--- config.mk ---
export PLATFORM = sky130hd
export DESIGN_NAME = tdw_core
export DESIGN_NICKNAME = d
export VERILOG_FILES = /design/src/core/tdw_core.v
export VERILOG_INCLUDE_DIRS = /design/src /design/src/core
export SDC_FILE = /design/constraint.sdc
export NUM_CORES = 1
export LEC_CHECK = 0
export BUFFER_PORTS_ARGS = -buffer_cell sky130_fd_sc_hd__buf_2
export CAP_MARGIN = 20
export CORE_MARGIN = 8
export CORE_UTILIZATION = 29
export CTS_CLUSTER_SIZE = 25
export DETAILED_ROUTE_END_ITERATION = 6
export GPL_ROUTABILITY_DRIVEN = 0
export GPL_TIMING_DRIVEN = 0
export PLACE_DENSITY_LB_ADDON = 0.15
export SLEW_MARGIN = 10
export SYNTH_ARGS = -nofsm -noshare
export SYNTH_HDL_FRONTEND = slang
export SYNTH_SLANG_ARGS = --single-unit
export TNS_END_PERCENT = 5
--- constraint.sdc ---
create_clock -name sys_clk -period 7.11 [get_ports sys_clk]
set_input_delay 1.422 -clock sys_clk [delete_from_list [all_inputs] [get_ports sys_clk]]
set_output_delay 1.422 -clock sys_clk [all_outputs]
set_load 0.01 [all_outputs]
--- src/core/tdw_regs.vh ---
// register layout, field positions, reset values and state codes of the twelve bit wave counter
// assumes inclusion by core/tdw_core.v and by the monitor and the bench
// Function
// - enable changes only while enable ready, or clears at cycle end after disable command
// - other control A bits need enable low
// - fault control changes only after unlock
// - command strobes cross while enabled, idle
// - command strobe bits clear once sent
// - buffered writes accepted while disabled, or while enabled, idle
// - buffers copied on sync command or enable
// - auto update syncs at cycle end
// - sync now strobe syncs once immediately
// - end of cycle strobe syncs next cycle end
// - sync strobes ignored while sync busy
// - static registers frozen while counter enabled
// - status and capture readable without sync constraint
// - mode field picks one of four modes
// - cycle walks dead A, on A, dead B, on B; dual slope skips on A
// - ramp modes reset counter one, two, four times
// - dual slope counts down and up
// - one ramp period is clear B plus one
// - async input event overrides outputs immediately
// - blanking masks input for the delay count after entering chosen cycle part
// - counter clock divided by both prescalers
`ifndef TDW_REGS_VH
`define TDW_REGS_VH
// ===========================================================
// widths and field positions
`define TDW_CNT_W        12
`define TDW_CTLA_ENABLE  0
`define TDW_CTLA_CNTP_LO 3
`define TDW_CTLA_CNTP_HI 4
`define TDW_CTLA_SYNP_LO 1
`define TDW_CTLA_SYNP_HI 2
`define TDW_CMD_SYNC_END_OF_CYCLE_STROBE  0
`define TDW_CMD_SYNC     1
`define TDW_CMD_DISEOC   2
// ===========================================================
// waveform modes
`define TDW_MODE_ONE     2'h0
`define TDW_MODE_TWO     2'h1
`define TDW_MODE_FOUR    2'h2
`define TDW_MODE_DUAL    2'h3
// ===========================================================
// cycle states
`define TDW_ST_DTA       2'h0
`define TDW_ST_OTA       2'h1
`define TDW_ST_DTB       2'h2
`define TDW_ST_OTB       2'h3
// ===========================================================
// reset values and unlock window length
`define TDW_RST_CNT      12'h000
`define TDW_RST_CMP      12'h000
`define TDW_RST_COMPARE_B_CLEAR  12'hFFF
`define TDW_RST_BYTE     8'h00
`define TDW_RST_CMD      3'h0
`define TDW_UNLOCK_WIN   3'h4
`endif

--- src/core/tdw_core.v ---
// control core of the twelve bit wave counter: register synchronisation, buffers and cycle structure
// assumes a single sys_clk; the slow counter rate comes from an enable pulse, writes arrive as one-cycle strobes
`timescale 1ns/1ps
`include "tdw_regs.vh"
module tdw_core #(
    parameter DELAY_W = 8                       // blanking delay counter width
) (
    input  wire                 sys_clk,        // system clock, 40 MHz
    input  wire                 rst,            // async reset, high
    input  wire                 ctlAWrite,      // write strobe control A
    input  wire [4:0]           ctlAData,       // control A write data
    input  wire                 staticWrite,    // write strobe static block
    input  wire [1:0]           waveModeIn,     // waveform mode field data
    input  wire                 autoUpdateIn,   // auto update bit data
    input  wire                 unlockPulse,    // configuration change unlock
    input  wire                 faultWrite,     // fault control write strobe
    input  wire [7:0]           faultData,      // fault control data
    input  wire                 cmdWrite,       // command strobe write
    input  wire [2:0]           cmdData,        // command bits
    input  wire                 cmpWrite,       // compare write strobe
    input  wire [1:0]           cmpSel,         // 0 aset 1 aclr 2 bset 3 bclr
    input  wire [11:0]          cmpData,        // compare write value
    input  wire                 cmpBClrHighWrite, // high byte of clear B written
    input  wire                 dlyWrite,       // delay value write strobe
    input  wire [DELAY_W-1:0]   dlyData,        // delay value data
    input  wire [1:0]           blankPart,      // state that triggers blanking
    input  wire                 blankEnable,    // input blanking enable
    input  wire                 faultEvent,     // event input, from pin
    input  wire                 faultAsyncEn,   // direct override enable
    output reg                  enableReadyFlag, // enable ready status
    output reg                  commandReadyFlag, // command ready status
    output reg                  bufferReadyFlag, // buffer ready status
    output reg                  enableBit,      // control A enable read
    output reg  [3:0]           ctlAOut,        // control A other bits read
    output reg  [1:0]           waveModeOut,    // waveform mode read
    output reg  [7:0]           faultCtlOut,    // fault control read
    output reg  [11:0]          counterOut,     // counter value
    output reg  [1:0]           cycleState,     // current cycle state
    output reg                  captureEvent,   // unblanked event seen
    output wire                 waveformOutA,   // waveform output A
    output wire                 waveformOutB    // waveform output B
);
// ===========================================================
// input synchroniser
reg evMeta_r;
reg evSync_r;
always @(posedge sys_clk or posedge rst)
begin
    if (rst)
    begin
        evMeta_r <= 1'b0;
        evSync_r <= 1'b0;
    end
    else
    begin
        evMeta_r <= faultEvent;
        evSync_r <= evMeta_r;
    end
end
// ===========================================================
// control and static registers
reg [11:0] bufCmp_r [0:3];
reg [11:0] actCmp_r [0:3];
reg        autoUpd_r;
reg [2:0]  cmdPend_r;
reg        syncBusy_r;
reg        eocArm_r;
reg        enPend_r;
reg        disEoc_r;
reg [2:0]  unlockCnt_r;
reg [DELAY_W-1:0] dlyBuf_r;
reg [DELAY_W-1:0] dlyAct_r;
wire       cycleEnd;
always @(posedge sys_clk or posedge rst)
begin
    if (rst)
    begin
        enableBit   <= 1'b0;
        ctlAOut     <= 4'h0;
        waveModeOut <= `TDW_MODE_ONE;
        autoUpd_r   <= 1'b0;
        faultCtlOut <= `TDW_RST_BYTE;
        unlockCnt_r <= 3'h0;
        enPend_r    <= 1'b0;
    end
    else
    begin
        enPend_r <= 1'b0;
        if (unlockPulse)
            unlockCnt_r <= `TDW_UNLOCK_WIN;
        else if (unlockCnt_r != 3'h0)
            unlockCnt_r <= unlockCnt_r - 3'h1;
        if (ctlAWrite && enableReadyFlag)
        begin
            if (!enableBit && !ctlAData[`TDW_CTLA_ENABLE])
                ctlAOut <= ctlAData[4:1];
            enableBit <= ctlAData[`TDW_CTLA_ENABLE];
            enPend_r  <= ctlAData[`TDW_CTLA_ENABLE] & ~enableBit;
        end
        else if (disEoc_r && cycleEnd)
            enableBit <= 1'b0;
        if (staticWrite && !enableBit)
        begin
            waveModeOut <= waveModeIn;
            autoUpd_r   <= autoUpdateIn;
        end
        if (faultWrite && !enableBit && unlockCnt_r != 3'h0)
            faultCtlOut <= faultData;
    end
end
// ===========================================================
// counter rate divider, both prescalers multiplied
reg [2:0] synDiv_r;
reg [3:0] cntDiv_r;
wire [2:0] synTop = (3'h1 << ctlAOut[1:0]) - 3'h1;
wire [3:0] cntTop = (ctlAOut[3:2] == 2'h0) ? 4'h0 : (ctlAOut[3:2] == 2'h1) ? 4'h3 : 4'h7;
wire synTick = (synDiv_r == synTop);
wire cntTick = synTick && (cntDiv_r == cntTop);
always @(posedge sys_clk or posedge rst)
begin
    if (rst)
    begin
        synDiv_r <= 3'h0;
        cntDiv_r <= 4'h0;
    end
    else if (!enableBit)
    begin
        synDiv_r <= 3'h0;
        cntDiv_r <= 4'h0;
    end
    else
    begin
        synDiv_r <= synTick ? 3'h0 : synDiv_r + 3'h1;
        if (synTick)
            cntDiv_r <= (cntDiv_r == cntTop) ? 4'h0 : cntDiv_r + 4'h1;
    end
end
// ===========================================================
// command strobes and buffer synchronisation
wire idle = enableBit && !syncBusy_r;
wire syncNowDone = syncBusy_r && !eocArm_r && synTick;
wire syncEocDone = syncBusy_r && eocArm_r && cycleEnd;
wire syncDone = syncNowDone || syncEocDone || enPend_r;
integer i;
always @(posedge sys_clk or posedge rst)
begin
    if (rst)
    begin
        cmdPend_r  <= `TDW_RST_CMD;
        syncBusy_r <= 1'b0;
        eocArm_r   <= 1'b0;
        disEoc_r   <= 1'b0;
        dlyBuf_r   <= {DELAY_W{1'b0}};
        dlyAct_r   <= {DELAY_W{1'b0}};
        for (i = 0; i < 4; i = i + 1)
        begin
            bufCmp_r[i] <= `TDW_RST_CMP;
            actCmp_r[i] <= `TDW_RST_CMP;
        end
    end
    else
    begin
        if (cmdWrite && idle)
            cmdPend_r <= cmdData;
        else if (cmdPend_r != `TDW_RST_CMD && synTick)
            cmdPend_r <= `TDW_RST_CMD;
        if (cmdPend_r[`TDW_CMD_DISEOC] && synTick)
            disEoc_r <= 1'b1;
        else if (!enableBit)
            disEoc_r <= 1'b0;
        if (cmpWrite && (idle || !enableBit))
            bufCmp_r[cmpSel] <= cmpData;
        if (dlyWrite && (idle || !enableBit))
            dlyBuf_r <= dlyData;
        if (syncDone)
        begin
            syncBusy_r <= 1'b0;
            for (i = 0; i < 4; i = i + 1)
                actCmp_r[i] <= bufCmp_r[i];
            dlyAct_r <= dlyBuf_r;
        end
        else if (!syncBusy_r && enableBit)
        begin
            if (cmpBClrHighWrite && autoUpd_r)
            begin
                syncBusy_r <= 1'b1;
                eocArm_r   <= 1'b1;
            end
            else if (synTick && cmdPend_r[`TDW_CMD_SYNC])
            begin
                syncBusy_r <= 1'b1;
                eocArm_r   <= 1'b0;
            end
            else if (synTick && cmdPend_r[`TDW_CMD_SYNC_END_OF_CYCLE_STROBE])
            begin
                syncBusy_r <= 1'b1;
                eocArm_r   <= 1'b1;
            end
        end
        if (!enableBit)
            syncBusy_r <= 1'b0;
    end
end
// ===========================================================
// status flags, visible without synchronisation constraint
always @(posedge sys_clk or posedge rst)
begin
    if (rst)
    begin
        enableReadyFlag  <= 1'b1;
        commandReadyFlag <= 1'b1;
        bufferReadyFlag  <= 1'b1;
    end
    else
    begin
        enableReadyFlag  <= !enPend_r && !(ctlAWrite && enableReadyFlag);
        commandReadyFlag <= (cmdPend_r == `TDW_RST_CMD) && !cmdWrite;
        bufferReadyFlag  <= !syncBusy_r;
    end
end
// ===========================================================
// counter and cycle states
reg [11:0] cnt_r;
reg [1:0]  st_r;
reg        down_r;
reg [1:0]  outs_r;
wire [11:0] stEnd = actCmp_r[st_r];
wire atEnd = (cnt_r == stEnd);
assign cycleEnd = cntTick && (((waveModeOut == `TDW_MODE_DUAL) && !down_r && cnt_r == actCmp_r[3])
                  || ((waveModeOut != `TDW_MODE_DUAL) && atEnd && st_r == `TDW_ST_OTB)
                  || ((waveModeOut == `TDW_MODE_ONE) && cnt_r == actCmp_r[3]));
always @(posedge sys_clk or posedge rst)
begin
    if (rst)
    begin
        cnt_r  <= `TDW_RST_CNT;
        st_r   <= `TDW_ST_DTA;
        down_r <= 1'b1;
        outs_r <= 2'h0;
    end
    else if (!enableBit)
    begin
        cnt_r  <= (waveModeOut == `TDW_MODE_DUAL) ? actCmp_r[3] : `TDW_RST_CNT;
        st_r   <= `TDW_ST_DTA;
        down_r <= 1'b1;
        outs_r <= 2'h0;
    end
    else if (cntTick)
    begin
        case (waveModeOut)
        `TDW_MODE_ONE:
        begin
            cnt_r <= (cnt_r == actCmp_r[3]) ? `TDW_RST_CNT : cnt_r + 12'h001;
            if (cnt_r == actCmp_r[0]) outs_r[0] <= 1'b1;
            if (cnt_r == actCmp_r[1]) outs_r[0] <= 1'b0;
            if (cnt_r == actCmp_r[2]) outs_r[1] <= 1'b1;
            if (cnt_r == actCmp_r[3]) outs_r <= 2'h0;
            if (atEnd || cnt_r == actCmp_r[3])
                st_r <= (cnt_r == actCmp_r[3]) ? `TDW_ST_DTA : st_r + 2'h1;
        end
        `TDW_MODE_TWO:
        begin
            if (cnt_r == actCmp_r[{st_r[1], 1'b1}])
            begin
                cnt_r <= `TDW_RST_CNT;
                st_r  <= st_r[1] ? `TDW_ST_DTA : `TDW_ST_DTB;
                outs_r[st_r[1]] <= 1'b0;
            end
            else
            begin
                cnt_r <= cnt_r + 12'h001;
                if (cnt_r == actCmp_r[{st_r[1], 1'b0}])
                begin
                    outs_r[st_r[1]] <= 1'b1;
                    st_r <= {st_r[1], 1'b1};
                end
            end
        end
        `TDW_MODE_FOUR:
        begin
            cnt_r <= atEnd ? `TDW_RST_CNT : cnt_r + 12'h001;
            if (atEnd)
            begin
                st_r   <= st_r + 2'h1;
                outs_r <= (st_r == `TDW_ST_DTA) ? 2'h1 : (st_r == `TDW_ST_DTB) ? 2'h2 : 2'h0;
            end
        end
        default:
        begin
            if (down_r)
            begin
                if (cnt_r == actCmp_r[0]) outs_r[0] <= 1'b1;
                if (cnt_r == actCmp_r[2]) outs_r[1] <= 1'b0;
                down_r <= (cnt_r != `TDW_RST_CNT);
                cnt_r  <= (cnt_r == `TDW_RST_CNT) ? cnt_r + 12'h001 : cnt_r - 12'h001;
                st_r   <= (cnt_r == `TDW_RST_CNT) ? `TDW_ST_DTB : `TDW_ST_DTA;
            end
            else
            begin
                if (cnt_r == actCmp_r[0]) outs_r[0] <= 1'b0;
                if (cnt_r == actCmp_r[2]) outs_r[1] <= 1'b1;
                down_r <= (cnt_r == actCmp_r[3]);
                cnt_r  <= (cnt_r == actCmp_r[3]) ? cnt_r - 12'h001 : cnt_r + 12'h001;
                st_r   <= (cnt_r == actCmp_r[3]) ? `TDW_ST_DTA : `TDW_ST_OTB;
            end
        end
        endcase
    end
end
// ===========================================================
// input blanking and output override
reg [DELAY_W-1:0] blankCnt_r;
reg [1:0]         lastSt_r;
reg               faultHold_r;
wire blanking = (blankCnt_r != {DELAY_W{1'b0}});
wire evLive = evSync_r && !blanking;
always @(posedge sys_clk or posedge rst)
begin
    if (rst)
    begin
        blankCnt_r   <= {DELAY_W{1'b0}};
        lastSt_r     <= `TDW_ST_DTA;
        faultHold_r  <= 1'b0;
        captureEvent <= 1'b0;
        counterOut   <= `TDW_RST_CNT;
        cycleState   <= `TDW_ST_DTA;
    end
    else
    begin
        lastSt_r   <= st_r;
        counterOut <= cnt_r;
        cycleState <= st_r;
        captureEvent <= evLive;
        if (blankEnable && st_r == blankPart && lastSt_r != st_r)
            blankCnt_r <= dlyAct_r;
        else if (blanking && synTick)
            blankCnt_r <= blankCnt_r - {{(DELAY_W-1){1'b0}}, 1'b1};
        if (!enableBit)
            faultHold_r <= 1'b0;
        else if (evLive)
            faultHold_r <= 1'b1;
    end
end
// direct override uses the raw pin path so the outputs drop without clock delay
assign waveformOutA = outs_r[0] && !faultHold_r && !(faultAsyncEn && faultEvent);
assign waveformOutB = outs_r[1] && !faultHold_r && !(faultAsyncEn && faultEvent);
endmodule // tdw_core

### Word level (Yosys, flattened, before mapping)

Cells that the tools add are included.

* add/sub/neg operators: 8
* $mul: 0
* divide/modulo/power cells: 0
* $lt $le $gt $ge: 7
* eq/ne operators: 31
* shift-type cells: 1
* mux-type cells: 83
* bitwise logic cells: 10
* reductions and logical operators: 79

Operator list (count)
* 2-to-1 mux 12 bit: 16
* equality test 12 bit: 7
* binary-select mux 12 bit (select 2 bit): 3
* bitwise mux 48 bit: 1
* logical AND 1 bit: 39
* 2-to-1 mux 2 bit: 19
* case mux 12 bit (3 select lines): 1
* 2-to-1 mux 1 bit: 26
* demux 12 bit (select 2 bit): 1
* 2-to-1 mux 3 bit: 8
* 2-to-1 mux 8 bit: 2
* AND reduction 4 bit: 4
* adder 12 x 1 -> 12 bit, second input constant: 1
* >= comparator 3 bit, second input constant: 4
* logical NOT 12 bit: 1
* 2-to-1 mux 4 bit: 3
* NOT 2 -> 3 bit: 4
* case mux 2 bit (3 select lines): 2
* nonzero test 12 bit: 1
* subtractor 12 x 1 -> 12 bit, second input constant: 1
* logical NOT 1 bit: 11
* nonzero test 3 bit: 3
* equality test 2 bit, second input constant: 4
* != test 2 x 1 -> 1 bit, second input constant: 4
* 36 further kinds: 53

* flip-flop bits (word level): 191
* latch bits: 0
* bits in writable memories: 0
* ROM bits: 0
* input port bits: 56
* output and inout port bits: 35
* logic and storage cells: 258
* memories: 0

### Longest topological paths before layout

Gate-level depths: netlist of run 1.

* depth in word-level cells: 15
* gate-level depth with buffers: 12
* gate-level depth less buffers: 10

### Worst setup path before layout of run 1

Ideal clock, no wire load.

* path kind: input-to-output
* start point: input faultAsyncEn
* end point: output waveformOutA
* arrival time: 1.727 ns
* slack: 3.961 ns
* cell stages on the path: 2
* path buffers: 0
* cell sequence: a21oi_1 > and2_1

* cells in the longest elaborated chain, start to end: 3

RTL lines
* from (decl): RTL line tdw_core.v:29 `input wire faultAsyncEn,`
* logical AND 1 bit: RTL line tdw_core.v:345 `assign waveformOutA = outs_r[0] && !faultHold_r && !(faultAsyncEn && faultEvent);`
* logical NOT 1 bit: RTL line tdw_core.v:345
* logical AND 1 bit: RTL line tdw_core.v:345
* to (decl): RTL line tdw_core.v:40 `output wire waveformOutA,`

No other way between the ends.

### Worst setup path after layout of run 1

* start point: register st_r[1]
* end point: register cnt_r[7]

* cells in the longest elaborated chain, start to end: 9

RTL lines
* from (decl): RTL line tdw_core.v:224 `reg [1:0] st_r;`
* from (signal assigned): RTL line tdw_core.v:237 `` st_r <= `TDW_ST_DTA; ``
* from (signal assigned): RTL line tdw_core.v:244 `` st_r <= `TDW_ST_DTA; ``
* from (signal assigned): RTL line tdw_core.v:259 `` st_r <= (cnt_r == actCmp_r[3]) ? `TDW_ST_DTA : st_r + 2'h1; ``
* NOT 2 -> 3 bit (on tied branches): RTL line tdw_core.v:227, tdw_core.v:263
* binary-select mux 12 bit (select 2 bit) (on tied branches): RTL line tdw_core.v:227, tdw_core.v:263
* 2-to-1 mux 12 bit (on tied branches) (2 in a row): RTL line tdw_core.v:227, tdw_core.v:263
* equality test 12 bit (on tied branches): RTL line tdw_core.v:228, tdw_core.v:263
* 2-to-1 mux 12 bit (on tied branches): RTL line tdw_core.v:281, tdw_core.v:263
* case mux 12 bit (3 select lines) *: RTL line tdw_core.v:250 `case (waveModeOut)`
* 2-to-1 mux 12 bit *: RTL line tdw_core.v:248 `else if (cntTick)`
* 2-to-1 mux 12 bit *: RTL line tdw_core.v:241 `else if (!enableBit)`
* to (signal assigned): RTL line tdw_core.v:243 `` cnt_r <= (waveModeOut == `TDW_MODE_DUAL) ? actCmp_r[3] : `TDW_RST_CNT; ``
* to (signal assigned): RTL line tdw_core.v:253 `` cnt_r <= (cnt_r == actCmp_r[3]) ? `TDW_RST_CNT : cnt_r + 12'h001; ``
* to (signal assigned): RTL line tdw_core.v:281 `` cnt_r <= atEnd ? `TDW_RST_CNT : cnt_r + 12'h001; ``
* to (decl): RTL line tdw_core.v:223 `reg [11:0] cnt_r;`

Mark *: on every way between the ends. The rest lies on a longest branch, timed or not. The select of a mux whose other input is x is not followed.
A chain may end at the register's enable or synchronous reset.

==> reports/summary.txt, run 1 <==
SYNTHESIS
----------------------------------------------------------------------------------------
Average footprint of a synthesized cell ...................................    11.21 um2
Number of synthesized register bits .......................................          191
Proportion of synthesized flip-flops having asynchronous set or reset .....       100.0%
Total of warnings raised by yosys .........................................            0
Number of flops mapped to enable cells by yosys ...........................            0
Synthesized cell area .....................................................     9991 um2
Synthesized instance count ................................................          891
Synth cell count leaders .................................................. dfrtp_1 (187), mux2_2 (71), nand2_1 (60), xnor2_1 (58)
Share of the yosys chip area belonging to registers .......................       47.89%
Number of distinct library cells after synthesis ..........................           61
Net count after synthesis .................................................          963
Most frequent cell after synthesis ........................................      dfrtp_1
Cell types occupying the most area after synthesis ........................ dfrtp_1 (47%), mux2_2 (8.0%), a221o_1 (5.7%)
Ys flop type ..............................................................      dfrtp_1
Fraction of post-synthesis cell area in the top cell type by area .........       46.84%
Cell type with the highest aggregate area in the netlist ..................      dfrtp_1

ROUTING
----------------------------------------------------------------------------------------
DR vias/cell ..............................................................        5.220
Violation count after the first detailed-routing iteration ................          616
Antenna viol nets, final ..................................................            0
Via Count .................................................................         7674
Routed wire length ........................................................     31.12 mm
Routed WL per cell ........................................................     21.17 um
First-pass iteration count of the detailed router .........................            7
Detailed-route DRC error count ............................................            0

SETUP PATH
----------------------------------------------------------------------------------------
Worst-case register-to-register setup slack ...............................      3380 ps
Crit Path Category ........................................................      reg2reg
Max stage delay cell, worst path ..........................................      o21ai_0
Peak per-stage delay on the critical path .................................       590 ps
Category of the worst setup path capture point ............................    flip-flop
Data required, critical path ..............................................      7430 ps
RR Endpoint ...............................................................     cnt_r[7]
Launch instance of the worst register-to-register path ....................      st_r[1]
Biggest fanout along the worst timing path ................................           10
WP data arrival ...........................................................      4050 ps
Ordered list of cells on the worst path ................................... buf_2 > buf_4 > mux2i_1 > xnor2_1 > nor4_1 > a32oi_1 > o21ai_0 > nand2_1 > clkbuf_1 > a21oi_1 > o211ai_1
Category of the worst setup path launch point .............................    flip-flop
Count of cells along the worst register-to-register path ..................           11

GRT
----------------------------------------------------------------------------------------
Number of global-route vias before repair .................................         7613
Global router's overall resource usage ....................................       15.39%
Grt total ovfl ............................................................            0
Pin count of the biggest net entering global routing ......................           72
Global-route wire length before repair ....................................     48.37 mm
Number of antenna violations at the first check in global routing .........            1

TIMING
----------------------------------------------------------------------------------------
Unrepaired setup endpoints after global routing ...........................        false
Largest clock skew in the final design ....................................     16.05 ps
Clock period minus worst slack ............................................      3732 ps
Final setup violation count ...............................................            0
Peak Freq .................................................................    268.0 MHz
Max-Slew Margin vs Limit ..................................................       43.34%
Crit share post-route .....................................................       52.49%
Final worst slack .........................................................      3378 ps
Final-layout setup total negative slack ...................................         0 ps
Final hold vios ...........................................................            0
Transition time of the tightest slew-check pin ............................     842.7 ps
Worst hold slack across all endpoints .....................................     366.8 ps
Slew Limit Fails ..........................................................            0

STATUS
----------------------------------------------------------------------------------------
Result of the run ......................................................... finished, final reports clean

FLOORPLAN
----------------------------------------------------------------------------------------
Area of the core region ...................................................    34200 um2
Die boundary height .......................................................     201.6 um
Number of placement rows ..................................................           68
Area enclosed by the die boundary .........................................    40650 um2
Boundary pin count ........................................................           91
Initial cell density of the core ..........................................       29.21%
Die extent in x ...........................................................     201.6 um

FINISH
----------------------------------------------------------------------------------------
# diodes ..................................................................            0
Final design area excluding fillers .......................................    11690 um2
Ratio of cells with drive above 1 in the final layout .....................       22.66%
Net count, final ..........................................................         1074
Layout overhead on the synthesized area ...................................       16.99%
Area of the multi-input gates .............................................     4791 um2
Reg area ..................................................................     4785 um2
Number of non-filler instances in the completed layout ....................         1470
Number of fillers in the final layout .....................................         3494

WORST HOLD PATH
----------------------------------------------------------------------------------------
Worst hold path startpoint ................................................     evMeta_r
Type of the tightest min-delay check ......................................      reg2reg
Hold Crit Endpoint ........................................................     evSync_r
Hold Path Cell Cnt ........................................................            0

CTS
----------------------------------------------------------------------------------------
Clock tree sinks ..........................................................          191
CTS buffer count ..........................................................           17
Buffer type at the clock tree root ........................................    clkbuf_16
Cts hold-fix bufs .........................................................            0
Max H-tree Level ..........................................................            4
TritonCTS clock tree ......................................................          yes
CTS clk-pin slew, worst paths .............................................        80 ps
Buffer depth of the longest clock path ....................................            2
Latest clock arrival within the worst-skew pair ...........................       460 ps
Resized cells post-CTS ....................................................            0
Post-CTS Setup Inserts ....................................................            0

PLACE
----------------------------------------------------------------------------------------
Instance count after placement with tap cells included ....................         1438
Total half-perimeter wirelength after legalization and detailed placement .     23.19 mm
Number of input and output port buffers inserted ..........................           90
Place WS ..................................................................      3516 ps
Total cell area at the placement stage ....................................    11070 um2

POWER AND IR DROP
----------------------------------------------------------------------------------------
Static Leak ...............................................................     4.803 nW
P per Cell Area ........................................................... 342.4 nW/um2
IR Drop Worst-Case VDD ....................................................    0.1860 mV

RUN
----------------------------------------------------------------------------------------
Max-cap violation count ...................................................            0

-- flip-flops by register name, summed over array words and instances (netlist names), 2 cells and up --
name and flops:
unlockCnt_r 3, lastSt_r 2, counterOut 12, cntDiv_r 4
waveModeOut 2, cmdPend_r 3, faultCtlOut 8, cnt_r 12
ctlAOut 4, blankCnt_r 8, synDiv_r 3, outs_r 2
dlyAct_r 8, actCmp_r 48, dlyBuf_r 8, bufCmp_r 48
st_r 2
-- critical path: cells and delay by family, from the launching register on --
kind	cells	cell delay (ps)
compound gates	4	1150
buf+inv	3	870
simple gates	2	800
flops	1	460
mux	1	240
xor+xnor	1	90
-- metrics by stage --
stage               util [%]  power, mW
floorplan                  -      2.535
global placement       32.19      2.985
detailed placement     32.37      3.004
CTS                    34.17      4.044
global route           34.17      4.260
finish                 34.17      4.002
-- routing by layer --
layer | vias up | GRT usage, % | share of wire, %
met4 | 0 | 4.670 | 2.0
li1 | 3588 | - | -
met3 | 35 | 2.830 | 3.4
met1 | 3874 | 21.49 | 49
met2 | 177 | 23.89 | 46
met5 | - | 0 | 0
-- power by group --
part	switching, mW	internal [mW]	total, mW
logic	0.789	0.604	1.39
clock network	0.484	0.537	1.02
registers	0.246	1.34	1.59
-- cells in the final DEF (no fill, tap or decap), types with 10 or more instances in the layout --
| cell type | instances |
|---|---|
| a21oi_1 | 22 |
| mux2_2 | 71 |
| nor2_1 | 35 |
| a221o_1 | 57 |
| o21ai_0 | 28 |
| ha_1 | 16 |
| nor3_1 | 11 |
| and3_1 | 11 |
| dfrtp_1 | 187 |
| buf_2 | 98 |
| o211ai_1 | 10 |
| nand2_1 | 60 |
| clkbuf_1 | 37 |
| nand3_1 | 15 |
| inv_1 | 26 |
| nand4_1 | 19 |
| mux2i_1 | 21 |
| xnor2_1 | 58 |
| a22o_1 | 57 |
| nor4_1 | 12 |
| clkbuf_16 | 17 |
| xor2_1 | 21 |
-- how the worst max path moves through the flow --
stage | startpoint | to | slack [ps] | cells past startpoint
after floorplan | rst | actCmp_r[0] | 500 | 1
after global placement | rst | bufCmp_r[10] | -2260 | 2
after detailed placement | st_r[1] | cnt_r[7] | 3520 | 11
after CTS | st_r[1] | cnt_r[7] | 3490 | 11
after global routing | st_r[1] | cnt_r[9] | 3130 | 11
final | st_r[1] | cnt_r[7] | 3380 | 11
-- logic make-up (layout without fill, tap and decap cells) --
| group | after synthesis | count (layout) | synth area share [%] |
|---|---|---|---|
| mux | 96 | 96 | 11.05 |
| compound gates | 218 | 218 | 17.47 |
| fa+ha+maj | 16 | 16 | 2.004 |
| buf+inv | 88 | 212 | 4.158 |
| simple gates | 203 | 203 | 10.51 |
| xor+xnor | 79 | 79 | 6.926 |
| flops | 191 | 191 | 47.89 |
-- final cells by class --
class	instances	share of cell area [%]
flip-flops and latches	191	40.93
clock buffers	17	3.639
inverters	27	0.9313
multi-input cells	612	40.99
clock inverters	15	1.627
repair buffers	92	4.325
plain buffers	61	2.687
well taps	455	4.870
(Power assumes the default switching activity.)
==> run 2: changes to the inputs <==
Clock period 7.11 ns to 3.05 ns, I/O delays scaled along.
==> reports/summary.txt, run 2 (synthesis gave the netlist of run 1 again) <==
STATUS
----------------------------------------------------------------------------------------
Result of the run ......................................................... finished with violations   was finished, final reports clean
Violated checks ........................................................... setup timing

RUN
----------------------------------------------------------------------------------------
Max-cap violation count ...................................................            0   unchanged

ROUTING
----------------------------------------------------------------------------------------
Via Count .................................................................         7718   was 7674
DR vias/cell ..............................................................        5.229   was 5.220
Antenna viol nets, final ..................................................            0   unchanged
First-pass iteration count of the detailed router .........................            7   unchanged
Routed WL per cell ........................................................     21.10 um   was 21.17 um
Routed wire length ........................................................     31.14 mm   was 31.12 mm
Detailed-route DRC error count ............................................            0   unchanged
Violation count after the first detailed-routing iteration ................          658   was 616

PLACE
----------------------------------------------------------------------------------------
Total half-perimeter wirelength after legalization and detailed placement .     23.27 mm   was 23.19 mm
Number of input and output port buffers inserted ..........................           90   unchanged
Total cell area at the placement stage ....................................    11140 um2   was 11070 um2

FLOORPLAN
----------------------------------------------------------------------------------------
Area enclosed by the die boundary .........................................    40650 um2   unchanged
Initial cell density of the core ..........................................       29.21%   unchanged
Number of placement rows ..................................................           68   unchanged
Die extent in x ...........................................................     201.6 um   unchanged
Area of the core region ...................................................    34200 um2   unchanged
Die boundary height .......................................................     201.6 um   unchanged
Boundary pin count ........................................................           91   unchanged

POWER AND IR DROP
----------------------------------------------------------------------------------------
Sequential share of power .................................................        39.7%   about the same
IR Drop Worst-Case VDD ....................................................    0.4480 mV   was 0.1860 mV
Internal power component ..................................................     5.930 mW   was 2.484 mW
P per Cell Area ........................................................... 791.6 nW/um2   was 342.4 nW/um2
Net switching share of the total power ....................................       37.35%   was 37.93%
Fraction of power consumed by combinational cells .........................        35.1%   was 34.8%
Static Leak ...............................................................     4.901 nW   was 4.803 nW
Overall power .............................................................     9.465 mW   was 4.002 mW
Power share of the clock group ............................................        25.2%   was 25.5%
Net switching component of the power ......................................     3.535 mW   was 1.518 mW

CTS
----------------------------------------------------------------------------------------
Buffer depth of the longest clock path ....................................            2   unchanged
Buffer type at the clock tree root ........................................    clkbuf_16   unchanged
CTS clk-pin slew, worst paths .............................................        80 ps   about the same
Clock tree sinks ..........................................................          191   unchanged
Latest clock arrival within the worst-skew pair ...........................       460 ps   about the same
Max H-tree Level ..........................................................            4   unchanged
Cts hold-fix bufs .........................................................            0   unchanged
CTS buffer count ..........................................................           17   unchanged
TritonCTS clock tree ......................................................          yes   unchanged

GRT
----------------------------------------------------------------------------------------
Number of global-route vias before repair .................................         7701   was 7613
GR Layer Usage met3 .......................................................       3.361%   was 2.830%
Grt total ovfl ............................................................            0   unchanged
Pin count of the biggest net entering global routing ......................           34   was 72
Number of antenna violations at the first check in global routing .........            0   was 1
GR peak layer .............................................................         met2   unchanged
Met1 Resource Use GR ......................................................       21.62%   was 21.49%
Global router's overall resource usage ....................................       15.55%   was 15.39%
Global-route wire length before repair ....................................     48.53 mm   was 48.37 mm
Met2 Usage GRT ............................................................       23.60%   was 23.89%

FINISH
----------------------------------------------------------------------------------------
Layout overhead on the synthesized area ...................................       19.69%   was 16.99%
Leading cell types in the layout, fill and taps excluded .................. dfrtp_1 (182), buf_2 (97), mux2_2 (71)   was dfrtp_1 (187), buf_2 (98), mux2_2 (71)
# diodes ..................................................................            0   unchanged
Final design area excluding fillers .......................................    11960 um2   was 11690 um2
Ratio of cells with drive above 1 in the final layout .....................       26.74%   was 22.66%
Most common cell after layout, fill and taps aside ........................      dfrtp_1   unchanged
Net count, final ..........................................................         1080   was 1074
Largest regs .............................................................. actCmp_r: 48 flops, bufCmp_r: 48 flops   unchanged

TIMING
----------------------------------------------------------------------------------------
Max-Slew Margin vs Limit ..................................................       44.09%   was 43.34%
Transition time of the tightest slew-check pin ............................     838.6 ps   was 842.7 ps
Worst hold slack across all endpoints .....................................     220.1 ps   was 366.8 ps
Final worst slack .........................................................    -57.16 ps   was 3378 ps
Clock period minus worst slack ............................................      3107 ps   was 3732 ps
Slew Limit Fails ..........................................................            0   unchanged
Peak Freq .................................................................    321.8 MHz   was 268.0 MHz
Final setup violation count ...............................................           41   was 0
Largest clock skew in the final design ....................................     16.04 ps   was 16.05 ps
Unrepaired setup endpoints after global routing ...........................         true   was false
Final hold vios ...........................................................            0   unchanged
Crit share post-route .....................................................       101.9%   was 52.49%

SETUP PATH
----------------------------------------------------------------------------------------
WP data arrival ...........................................................      3440 ps   was 4050 ps
Dominant cell type by count on the critical path ..........................       buf_12
Ordered list of cells on the worst path ................................... buf_12 > mux4_2 > xor2_2 > nor4_2 > o311ai_2 > o41a_1 > and3_4 > buf_12 > buf_8 > a221o_1   was buf_2 > buf_4 > mux2i_1 > xnor2_1 > nor4_1 > a32oi_1 > o21ai_0 > nand2_1 > clkbuf_1 > a21oi_1 > o211ai_1
Peak per-stage delay on the critical path .................................       530 ps   was 590 ps
Crit Path Category ........................................................      reg2reg   unchanged
Max stage delay cell, worst path ..........................................       mux4_2   was o21ai_0
Biggest fanout along the worst timing path ................................           10   unchanged
Data required, critical path ..............................................      3390 ps   was 7430 ps
Category of the worst setup path launch point .............................    flip-flop   unchanged
Category of the worst setup path capture point ............................    flip-flop   unchanged

WORST HOLD PATH
----------------------------------------------------------------------------------------
Type of the tightest min-delay check ......................................     in2async   was reg2reg

-- run 2: changes by cell type in the layout (fill, tap and decap cells not counted), moves of 3 or more --
cell | before | now
buf_12 | 0 | 8
buf_4 | 2 | 7
buf_8 | 0 | 3
clkbuf_1 | 37 | 25
clkbuf_2 | 0 | 7
clkinvlp_4 | 0 | 3
dfrtp_1 | 187 | 182
dfrtp_2 | 0 | 5
inv_6 | 7 | 4
nor4_1 | 12 | 9
o31ai_1 | 7 | 4
o31ai_2 | 0 | 3
-- run 2: area by class of cell --
type | count | area [um2]
Clock inverter | 14 | 181.4
Fill cell | 3499 | 22250
Clock buffer | 18 | 429.2
Buffer | 57 | 365.4
Inverter | 27 | 105.1
Sequential cell | 191 | 4791
Tap cell | 455 | 569.3
Timing Repair Buffer | 102 | 635.6
Multi-Input combinational cell | 612 | 4881
-- run 2: critical path, delay by kind of cell (launching register included) --
family	cells	cell delay [ps]
mux	1	530
xor+xnor	1	170
buf+inv	3	430
simple gates	2	480
flops	1	430
compound gates	3	940
-- run 2: worst paths after layout --
path	from	endpoint	slack (ps)	depth (start not counted)
max	st_r[0]	actCmp_r[8]	-60	10
min	rst	disEoc_r	220	2
max reg2reg	st_r[0]	actCmp_r[8]	-60	10
min reg2reg	evMeta_r	evSync_r	360	0
max in group asynchronous	rst	bufCmp_r[41]	1610	6
min in group sys_clk	faultEvent	evMeta_r	280	1
-- run 2: through the flow --
step	TNS (ps)	utilization, %	setup WS [ps]	instances
2_1_floorplan	-3587	-	-19.18	891
3_3_place_gp	-312860	32.20	-1528	1436
3_5_place_dp	-32480	32.58	-583.9	1442
4_1_cts	-2321	34.89	-71.15	1477
5_1_grt	-5908	34.96	-143.0	1476
6_report	-1752	34.96	-57.16	1476
-- run 2: routing by layer --
| metal | wire [um] | up-vias | share of wire (%) |
|---|---|---|---|
| li1 | - | 3587 | - |
| met1 | 15000 | 3906 | 48 |
| met2 | 14030 | 185 | 45 |
| met3 | 1293 | 40 | 4.2 |
| met4 | 813 | 0 | 2.6 |
| met5 | 0 | - | 0 |
-- run 2: repair_timing --
action	in CTS	in global routing
buffers inserted	6	0
gates resized for setup	43	17
endpoints found under the setup margin	73	68
pin swaps	7	3
-- run 2: power by group through the flow --
stage                     Clock [mW]  Sequential, mW  Combinational (mW)
after floorplan                    0            3.62                2.29
after global placement             0            3.73                3.24
after detailed placement           0            3.74                3.26
after CTS                       2.46            3.74                3.35
after global routing            2.57            3.86                3.66
final                           2.39            3.76                3.32
